### src/hw/nip_consts.svh
`ifndef NIP_CONSTS_SVH
`define NIP_CONSTS_SVH

`define NIP_NSRC 8
`define NIP_NLEVEL 8
// request to acknowledge, in internal system clocks
`define NIP_LAT_MIN_CYC 4
`define NIP_LAT_MAX_CYC 8
// age at which a pending request may win; the grant flop adds one and the
// capture of the request adds one more
`define NIP_ACK_AGE (`NIP_LAT_MIN_CYC - 2)
`define NIP_AGE_MAX 3'h7
`define NIP_STATUS_SYSREG 5'h05

`define NIP_OFS_SRC_CTRL0 8'h00
`define NIP_OFS_EXT_MODE 8'h20
`define NIP_OFS_STATUS 8'h24
`define NIP_OFS_LAST_SRC 8'h1c

`define NIP_CTRL_PRIO_LSB 0
`define NIP_CTRL_PRIO_MSB 2
`define NIP_CTRL_MASK_BIT 6
`define NIP_STAT_INSVC_LSB 8
`define NIP_STAT_NMI_BIT 16

`define NIP_RST_PRIO 3'h7
`define NIP_RST_MASK 1'b1
`define NIP_RST_EXT_MODE 8'h00

`define NIP_RESP_OKAY 2'h0
`define NIP_RESP_SLVERR 2'h2

`endif

### src/hw/nip_pkg.sv
package nip_pkg;

    typedef enum logic [2:0]
    {
        INSTR_OTHER,
        INSTR_ENABLE_INT,
        INSTR_DISABLE_INT,
        INSTR_SYSREG_LOAD,
        INSTR_STORE_PROTECT,
        INSTR_STORE_CTRL,
        INSTR_BITOP_CTRL,
        INSTR_BIT_TEST
    } instr_kind_t;

    // one retired instruction from the pipeline
    typedef struct packed
    {
        logic valid;
        instr_kind_t kind;
        logic [4:0] sysreg;
    } retire_t;

    typedef struct packed
    {
        logic nmi_entry;
        logic return_from_interrupt_instr;
        logic int_disable;
        logic hold_off;
    } cpu_status_t;

    typedef struct packed
    {
        logic valid;
        logic [2:0] src;
        logic [2:0] level;
    } grant_t;

endpackage

### src/hw/nip_arbiter.sv
`timescale 1ns/1ps
`include "nip_consts.svh"

module nip_arbiter
(
    input wire logic [`NIP_NSRC-1:0] eligible,
    input wire logic [`NIP_NSRC-1:0][2:0] prio,
    output logic found,
    output logic [2:0] idx,
    output logic [2:0] level
);

    always_comb
    begin
        found = 1'b0;
        idx = 3'h0;
        level = 3'h7;
        // strict compare keeps the lowest index among equal levels
        for (int i = 0; i < `NIP_NSRC; i++)
        begin
            if (eligible[i] && (!found || prio[i] < level))
            begin
                found = 1'b1;
                idx = 3'(i);
                level = prio[i];
            end
        end
    end

endmodule

### src/hw/nested_interrupt_priority_ctrl.sv
`timescale 1ns/1ps
`include "nip_consts.svh"

// Contract
// - higher priority request pre-empts running handler
// - lower priority request stays pending, not acknowledged
// - no maskable acceptance while disable flag set
// - three-bit priority per source, 0 highest
// - reset: all sources masked, level seven
// - pre-empted handler resumes after higher return
// - pending request waits for handler return
// - maskable requests held off during nmi servicing
// - internal acknowledge no sooner than four clocks
// - worst case eight clocks, pins add delay
// - filtered pin adds its filter delay
// - latency bounds void in idle, stop, access
// - no acknowledge right after a blocking instruction
// - blocking set: ei, di, status load, control stores
// - external pin mode suppresses shared peripheral requests

module nested_interrupt_priority_ctrl
(
    input wire logic aclk,
    input wire logic aresetn,
    input wire logic [7:0] awaddr,
    input wire logic awvalid,
    output logic awready,
    input wire logic [31:0] wdata,
    input wire logic [3:0] wstrb,
    input wire logic wvalid,
    output logic wready,
    output logic [1:0] bresp,
    output logic bvalid,
    input wire logic bready,
    input wire logic [7:0] araddr,
    input wire logic arvalid,
    output logic arready,
    output logic [31:0] rdata,
    output logic [1:0] rresp,
    output logic rvalid,
    input wire logic rready,
    input wire logic [`NIP_NSRC-1:0] periph_req,
    input wire logic [`NIP_NSRC-1:0] external_int_pin,
    input wire nip_pkg::cpu_status_t cpu_status,
    input wire nip_pkg::retire_t retire,
    output nip_pkg::grant_t grant
);

    ////////////////////////////////////////////////////////////////////////
    // register bus

    logic aw_full_reg, aw_full_next, w_full_reg, w_full_next;
    logic [7:0] aw_addr_reg, aw_addr_next;
    logic [7:0] w_data_reg, w_data_next;
    logic w_lane_reg, w_lane_next;
    logic bvalid_reg, bvalid_next, rvalid_reg, rvalid_next;
    logic [1:0] bresp_reg, bresp_next, rresp_reg, rresp_next;
    logic [31:0] rdata_reg, rdata_next;
    logic [`NIP_NSRC-1:0][2:0] prio_reg, prio_next;
    logic [`NIP_NSRC-1:0] mask_reg, mask_next;
    logic [`NIP_NSRC-1:0] ext_mode_reg, ext_mode_next;
    logic [`NIP_NSRC-1:0] pending_vec;
    logic [`NIP_NSRC-1:0] in_service_reg, in_service_next;
    logic nmi_active_reg, nmi_active_next;
    logic do_write;

    assign awready = !aw_full_reg && !bvalid_reg;
    assign wready = !w_full_reg && !bvalid_reg;
    assign arready = !rvalid_reg;
    assign bvalid = bvalid_reg;
    assign bresp = bresp_reg;
    assign rvalid = rvalid_reg;
    assign rresp = rresp_reg;
    assign rdata = rdata_reg;
    assign do_write = aw_full_reg && w_full_reg && !bvalid_reg;

    always_comb
    begin
        aw_full_next = aw_full_reg;
        aw_addr_next = aw_addr_reg;
        w_full_next = w_full_reg;
        w_data_next = w_data_reg;
        w_lane_next = w_lane_reg;
        bvalid_next = bvalid_reg;
        bresp_next = bresp_reg;
        rvalid_next = rvalid_reg;
        rresp_next = rresp_reg;
        rdata_next = rdata_reg;
        prio_next = prio_reg;
        mask_next = mask_reg;
        ext_mode_next = ext_mode_reg;
        if (awvalid && awready)
        begin
            aw_full_next = 1'b1;
            aw_addr_next = awaddr;
        end
        if (wvalid && wready)
        begin
            w_full_next = 1'b1;
            w_data_next = wdata[7:0];
            w_lane_next = wstrb[0];
        end
        if (do_write)
        begin
            aw_full_next = 1'b0;
            w_full_next = 1'b0;
            bvalid_next = 1'b1;
            bresp_next = `NIP_RESP_OKAY;
            // only the low byte lane carries settings
            if (aw_addr_reg[1:0] != 2'h0)
                bresp_next = `NIP_RESP_SLVERR;
            else if (aw_addr_reg <= `NIP_OFS_LAST_SRC)
            begin
                if (w_lane_reg)
                begin
                    prio_next[aw_addr_reg[4:2]] =
                        w_data_reg[`NIP_CTRL_PRIO_MSB:`NIP_CTRL_PRIO_LSB];
                    mask_next[aw_addr_reg[4:2]] = w_data_reg[`NIP_CTRL_MASK_BIT];
                end
            end
            else if (aw_addr_reg == `NIP_OFS_EXT_MODE)
            begin
                if (w_lane_reg)
                    ext_mode_next = w_data_reg;
            end
            else if (aw_addr_reg != `NIP_OFS_STATUS)
                bresp_next = `NIP_RESP_SLVERR;
        end
        if (bvalid_reg && bready)
            bvalid_next = 1'b0;
        if (arvalid && arready)
        begin
            rvalid_next = 1'b1;
            rresp_next = `NIP_RESP_OKAY;
            rdata_next = 32'h0000_0000;
            if (araddr[1:0] != 2'h0)
                rresp_next = `NIP_RESP_SLVERR;
            else if (araddr <= `NIP_OFS_LAST_SRC)
            begin
                rdata_next[`NIP_CTRL_PRIO_MSB:`NIP_CTRL_PRIO_LSB] = prio_reg[araddr[4:2]];
                rdata_next[`NIP_CTRL_MASK_BIT] = mask_reg[araddr[4:2]];
            end
            else if (araddr == `NIP_OFS_EXT_MODE)
                rdata_next[`NIP_NSRC-1:0] = ext_mode_reg;
            else if (araddr == `NIP_OFS_STATUS)
            begin
                rdata_next[`NIP_NSRC-1:0] = pending_vec;
                rdata_next[`NIP_STAT_INSVC_LSB +: `NIP_NSRC] = in_service_reg;
                rdata_next[`NIP_STAT_NMI_BIT] = nmi_active_reg;
            end
            else
                rresp_next = `NIP_RESP_SLVERR;
        end
        else if (rvalid_reg && rready)
            rvalid_next = 1'b0;
    end

    always_ff @(posedge aclk)
    begin
        if (!aresetn)
        begin
            aw_full_reg <= 1'b0;
            aw_addr_reg <= 8'h00;
            w_full_reg <= 1'b0;
            w_data_reg <= 8'h00;
            w_lane_reg <= 1'b0;
            bvalid_reg <= 1'b0;
            bresp_reg <= `NIP_RESP_OKAY;
            rvalid_reg <= 1'b0;
            rresp_reg <= `NIP_RESP_OKAY;
            rdata_reg <= 32'h0000_0000;
            prio_reg <= {`NIP_NSRC{`NIP_RST_PRIO}};
            mask_reg <= {`NIP_NSRC{`NIP_RST_MASK}};
            ext_mode_reg <= `NIP_RST_EXT_MODE;
        end
        else
        begin
            aw_full_reg <= aw_full_next;
            aw_addr_reg <= aw_addr_next;
            w_full_reg <= w_full_next;
            w_data_reg <= w_data_next;
            w_lane_reg <= w_lane_next;
            bvalid_reg <= bvalid_next;
            bresp_reg <= bresp_next;
            rvalid_reg <= rvalid_next;
            rresp_reg <= rresp_next;
            rdata_reg <= rdata_next;
            prio_reg <= prio_next;
            mask_reg <= mask_next;
            ext_mode_reg <= ext_mode_next;
        end
    end

    ////////////////////////////////////////////////////////////////////////
    // request capture and age

    logic [`NIP_NSRC-1:0][2:0] age_vec;
    logic [`NIP_NSRC-1:0] eligible;
    logic [`NIP_NSRC-1:0] accept_src;
    logic accept;
    logic win_found;
    logic [2:0] win_idx, win_level;

    genvar g;
    generate
        for (g = 0; g < `NIP_NSRC; g++)
        begin : gen_src
            logic raw_req;
            logic pend_reg, pend_next;
            logic [2:0] age_reg, age_next;

            // in pin mode the shared peripheral request is dropped; a filtered
            // pin arrives here already delayed by its filter
            assign raw_req = ext_mode_reg[g] ? external_int_pin[g] : periph_req[g];

            always_comb
            begin
                pend_next = pend_reg;
                age_next = age_reg;
                if (pend_reg && age_reg != `NIP_AGE_MAX)
                    age_next = age_reg + 3'h1;
                if (accept_src[g])
                    pend_next = 1'b0;
                // a new request beats the clearing acknowledge
                if (raw_req)
                begin
                    pend_next = 1'b1;
                    age_next = 3'h0;
                end
            end

            always_ff @(posedge aclk)
            begin
                if (!aresetn)
                begin
                    pend_reg <= 1'b0;
                    age_reg <= 3'h0;
                end
                else
                begin
                    pend_reg <= pend_next;
                    age_reg <= age_next;
                end
            end

            assign pending_vec[g] = pend_reg;
            assign age_vec[g] = age_reg;
            assign eligible[g] = pend_reg && !mask_reg[g] &&
                age_reg >= 3'(`NIP_ACK_AGE);
            assign accept_src[g] = accept && win_idx == 3'(g);

        end
    endgenerate

    nip_arbiter nip_arbiter_inst
    (
        .eligible(eligible),
        .prio(prio_reg),
        .found(win_found),
        .idx(win_idx),
        .level(win_level)
    );

    ////////////////////////////////////////////////////////////////////////
    // nesting state and acceptance

    logic block_reg, block_next;
    logic retire_blocks;
    logic any_in_service;
    logic [2:0] cur_level;
    nip_pkg::grant_t grant_reg, grant_next;

    always_comb
    begin
        any_in_service = 1'b0;
        cur_level = 3'h7;
        for (int l = `NIP_NLEVEL - 1; l >= 0; l--)
        begin
            if (in_service_reg[l])
            begin
                any_in_service = 1'b1;
                cur_level = 3'(l);
            end
        end
    end

    always_comb
    begin
        case (retire.kind)
            nip_pkg::INSTR_ENABLE_INT,
            nip_pkg::INSTR_DISABLE_INT,
            nip_pkg::INSTR_STORE_PROTECT,
            nip_pkg::INSTR_STORE_CTRL,
            nip_pkg::INSTR_BITOP_CTRL: retire_blocks = 1'b1;
            nip_pkg::INSTR_SYSREG_LOAD:
                retire_blocks = retire.sysreg == `NIP_STATUS_SYSREG;
            default: retire_blocks = 1'b0;
        endcase
    end

    // the return cycle itself never grants, so the pop and a push never meet
    assign accept = win_found && !cpu_status.int_disable &&
        !nmi_active_reg && !cpu_status.nmi_entry &&
        !block_reg &&
        !cpu_status.hold_off &&
        !cpu_status.return_from_interrupt_instr &&
        (!any_in_service || win_level < cur_level);

    always_comb
    begin
        in_service_next = in_service_reg;
        nmi_active_next = nmi_active_reg;
        block_next = block_reg;
        grant_next = '0;
        if (retire.valid)
            block_next = retire_blocks;
        if (cpu_status.nmi_entry)
            nmi_active_next = 1'b1;
        else if (cpu_status.return_from_interrupt_instr && nmi_active_reg)
            nmi_active_next = 1'b0;
        else if (cpu_status.return_from_interrupt_instr && any_in_service)
            in_service_next[cur_level] = 1'b0;
        if (accept)
        begin
            in_service_next[win_level] = 1'b1;
            grant_next.valid = 1'b1;
            grant_next.src = win_idx;
            grant_next.level = win_level;
        end
    end

    always_ff @(posedge aclk)
    begin
        if (!aresetn)
        begin
            in_service_reg <= '0;
            nmi_active_reg <= 1'b0;
            block_reg <= 1'b0;
            grant_reg <= '0;
        end
        else
        begin
            in_service_reg <= in_service_next;
            nmi_active_reg <= nmi_active_next;
            block_reg <= block_next;
            grant_reg <= grant_next;
        end
    end

    assign grant = grant_reg;
endmodule

### config.mk
export PLATFORM = sky130hd
export DESIGN_NAME = nested_interrupt_priority_ctrl
export DESIGN_NICKNAME = d
export VERILOG_FILES = /design/src/hw/nip_pkg.sv /design/src/hw/nip_arbiter.sv /design/src/hw/nested_interrupt_priority_ctrl.sv
export VERILOG_INCLUDE_DIRS = /design/src /design/src/hw
export SDC_FILE = /design/constraint.sdc
export NUM_CORES = 1
export LEC_CHECK = 0
export ABC_CLOCK_PERIOD_IN_PS = 19900
export BUFFER_PORTS_ARGS = -buffer_cell sky130_fd_sc_hd__buf_2
export CAP_MARGIN = 25
export CORE_UTILIZATION = 43
export CTS_BUF_LIST = sky130_fd_sc_hd__clkbuf_2 sky130_fd_sc_hd__clkbuf_4 sky130_fd_sc_hd__clkbuf_8
export CTS_CLUSTER_SIZE = 24
export DETAILED_ROUTE_END_ITERATION = 12
export PLACE_DENSITY = 0.65
export REMOVE_ABC_BUFFERS = 1
export SYNTH_ARGS = -nofsm -noshare
export SYNTH_HDL_FRONTEND = slang
export SYNTH_SLANG_ARGS = --single-unit
### constraint.sdc
create_clock -name aclk -period 19.9 [get_ports aclk]
set_input_delay 3.98 -clock aclk [delete_from_list [all_inputs] [get_ports aclk]]
set_output_delay 3.98 -clock aclk [all_outputs]
set_load 0.05 [all_outputs]
==> results.toml <==
[status]
status = "finished clean"

[cts]
cts_resized = 0
clk_latency_ns = 0.45
postCtsSetupBuffers = 0
root_buffer = "clkbuf_8"
tritoncts = "built"
cts.path.max_buffers = 2
cts_sinks = 129
clk_transition_reported_paths_ns = 0.07
cts_buffers = 17
cts_htree_levels = 4
cts_hold_buf = 0

[synth]
synth-async-reset-ratio = 0
postSynthCellCount = 788
ys.flop_type = "dfxtp_1"
yosys-top-cells-count = "dfxtp_1, nand2_1, mux2i_1"
synth_seq_area_share = 0.367
yosysWarnings = 0
synth_edf_count = 0
netlist_area_um2 = 7030
synth.most_common_cell = "dfxtp_1"
yosysTopAreaCell = "dfxtp_1"
synth_area_leaders = "dfxtp_1, mux2i_1, ha_1"
syn_area_per_cell_um2 = 8.92
ys_ff_latch = 129
synth.top_cell.area_share = 0.367
synth_cell_types = 77

[global_route]
grt_pass1_vias = 5214
track_usage = 0.214
grt_overflow = 0
use_met3 = 0.0504
grt_max_degree = 71
met1_usage = 0.298
busiest_layer = "met2"
antenna_found_initial = 0
use_met2 = 0.321
grt_first_pass_wirelength_mm = 27.5

[sta]
max_freq_ghz = 0.0790
max_slew_margin = 0.391
drv_slew = 0
worstMarginPinSlew_ns = 0.912
period_share = 0.636
setup_tns_ns = 0
finalSetupViolCount = 0
rsz0062_at_grt = "false"
fin_crit_ns = 12.66
skew_ns = 0.0148
hold_violations = 0
setup_slack_ns = 7.24

[power]
vdd_drop_max_mv = 0.0506
power.density_nw_per_um2 = 64.9
cellLeakagePower_nw = 3.45

[drt]
viasPerCell = 5.27
vias = 5795
wl_mm = 16.9
drtIter0Drc = 346
drc = 0
dr.pass1.iters = 5
wl_per_cell_um = 15.3
antenna_left = 0

[job]
max-cap-violations = 0

[critical_path]
path_max_fanout = 7
worst-path-stages = 51
critPathKind = "flop to flop"
slowest_delay_ns = 0.74
cp-end-kind = "flop"
arrival_ns = 12.96
crit_buf_inv = 2
worstRegToRegCells = 51
startpoint = "gen_src[0].pend_reg"
crit_slowest_cell = "nor4b_1"
path_common_cell = "ha_1"
worstReg2RegStart = "gen_src[0].pend_reg"
startpoint_type = "flop"
crit_end = "gen_src[0].pend_reg"
cp_top_family = "compound AO/OA/AOI/OAI gates"
r2r-end = "gen_src[0].pend_reg"
critPathRequiredTime_ns = 20.21
rrSetupSlack_ns = 7.24

[place]
dp_hpwl_mm = 12.5
io_buffer_count = 91
post-place-ws_ns = 7.37
place.gp.congestion = 0.939

[floorplan]
die_h_um = 130
die_w_um = 130
dieArea_um2 = 16900
pin_count = 136
core_um2 = 15900
fp-row-count = 46
start_util = 0.441

[layout]
areaGrowthSynthToFinish_pct = 13.0
drive_above_1_share = 0.187
nets = 991
diodes = 0
nFillCells = 1531

[hold_path]
hold_class = "flop to flop"
worst register-to-register path, delay by kind of cell (launching register included):
kind | cells | cell delay, ns
buf+inv | 2 | 0.15
compound gates | 21 | 4.61
mux | 6 | 1.85
fa+ha+maj | 8 | 2.16
simple gates | 14 | 3.35
flops | 1 | 0.41
worst min-delay path by stage:
stage,from,to,slack (ns),cells after the start
after global routing,w_data_reg[7],w_data_reg[7],0.50,2
after detailed placement,w_data_reg[7],w_data_reg[7],0.46,2
after floorplan,aw_addr_reg[1],aw_addr_reg[1],0.44,2
after CTS,w_data_reg[7],w_data_reg[7],0.47,2
final,w_data_reg[7],w_data_reg[7],0.47,2
after global placement,w_data_reg[3],w_data_reg[3],0.45,2
power by group:
part / internal (W) / switching [W] / total [W]
Sequential: 0.000264 / 0.00000693 / 0.000271
Combinational: 0.0000164 / 0.0000301 / 0.0000465
Clock: 0.0000901 / 0.000108 / 0.000198
Total: 0.000371 / 0.000145 / 0.000516
logic make-up (layout without fill, tap and decap cells):
kind of cell               Yosys count  after routing  synth area share
AOI/OAI and AO/OA                  182            182             0.191
xor gates and xnor gates             8              8           0.00996
adders and majority gates           34             34            0.0600
buffers and inverters               82            162            0.0528
DFF                                129            129             0.367
muxes                               75             75             0.125
other                                1             17          0.000533
and+or+nand+nor                    277            277             0.193
layout make-up:
cell class / instances / area [µm²] / share of cell area
clock buffer: 19 / 255 / 0.0321
clock inverter: 13 / 91.3 / 0.0115
inverter: 37 / 139 / 0.0175
multi-input combinational: 593 / 4140 / 0.521
sequential: 129 / 2580 / 0.325
tap: 216 / 270 / 0.0340
timing repair buffer: 93 / 470 / 0.0592
cells in the final DEF (no fill, tap or decap), types with 5 or more instances in the layout:
cell,count
dfxtp_1,129
buf_2,91
clkbuf_8,18
a31oi_1,7
conb_1,17
a22oi_1,10
o211ai_1,11
a222oi_1,5
mux4_2,8
and2_1,7
mux2i_1,62
o21ai_0,19
o21ai_1,6
clkinv_4,5
inv_1,36
a21o_1,5
a21boi_0,21
xnor2_1,8
nand3_1,7
o21ai_2,5
nor3_1,8
nor2b_1,44
nor2_1,57
nand2b_1,13
a21oi_1,25
ha_1,32
a211oi_1,14
a211o_1,10
nand2_1,106
clkinv_2,5
o311ai_0,11
routing by layer:
layer / share of wire / vias to the layer above / wire [µm]
met4: 0.019 / 0 / 318
met3: 0.047 / 26 / 798
met5: 0 / - / 0
met1: 0.50 / 2659 / 8400
li1: - / 2953 / -
met2: 0.44 / 157 / 7340
through the flow:
stage          power (W)  cell area (µm²)  utilization  hold slack [ns]  cells
2_1_floorplan   0.000306             6860            -            0.438    759
3_3_place_gp    0.000323             7600        0.477            0.452   1068
3_5_place_dp    0.000324             7600        0.477            0.461   1068
4_1_cts         0.000522             7950        0.498            0.471   1100
5_1_grt         0.000540             7950        0.498            0.497   1100
6_report        0.000516             7950        0.498            0.468   1100
No activity file was read; power rests on OpenSTA's default activity.
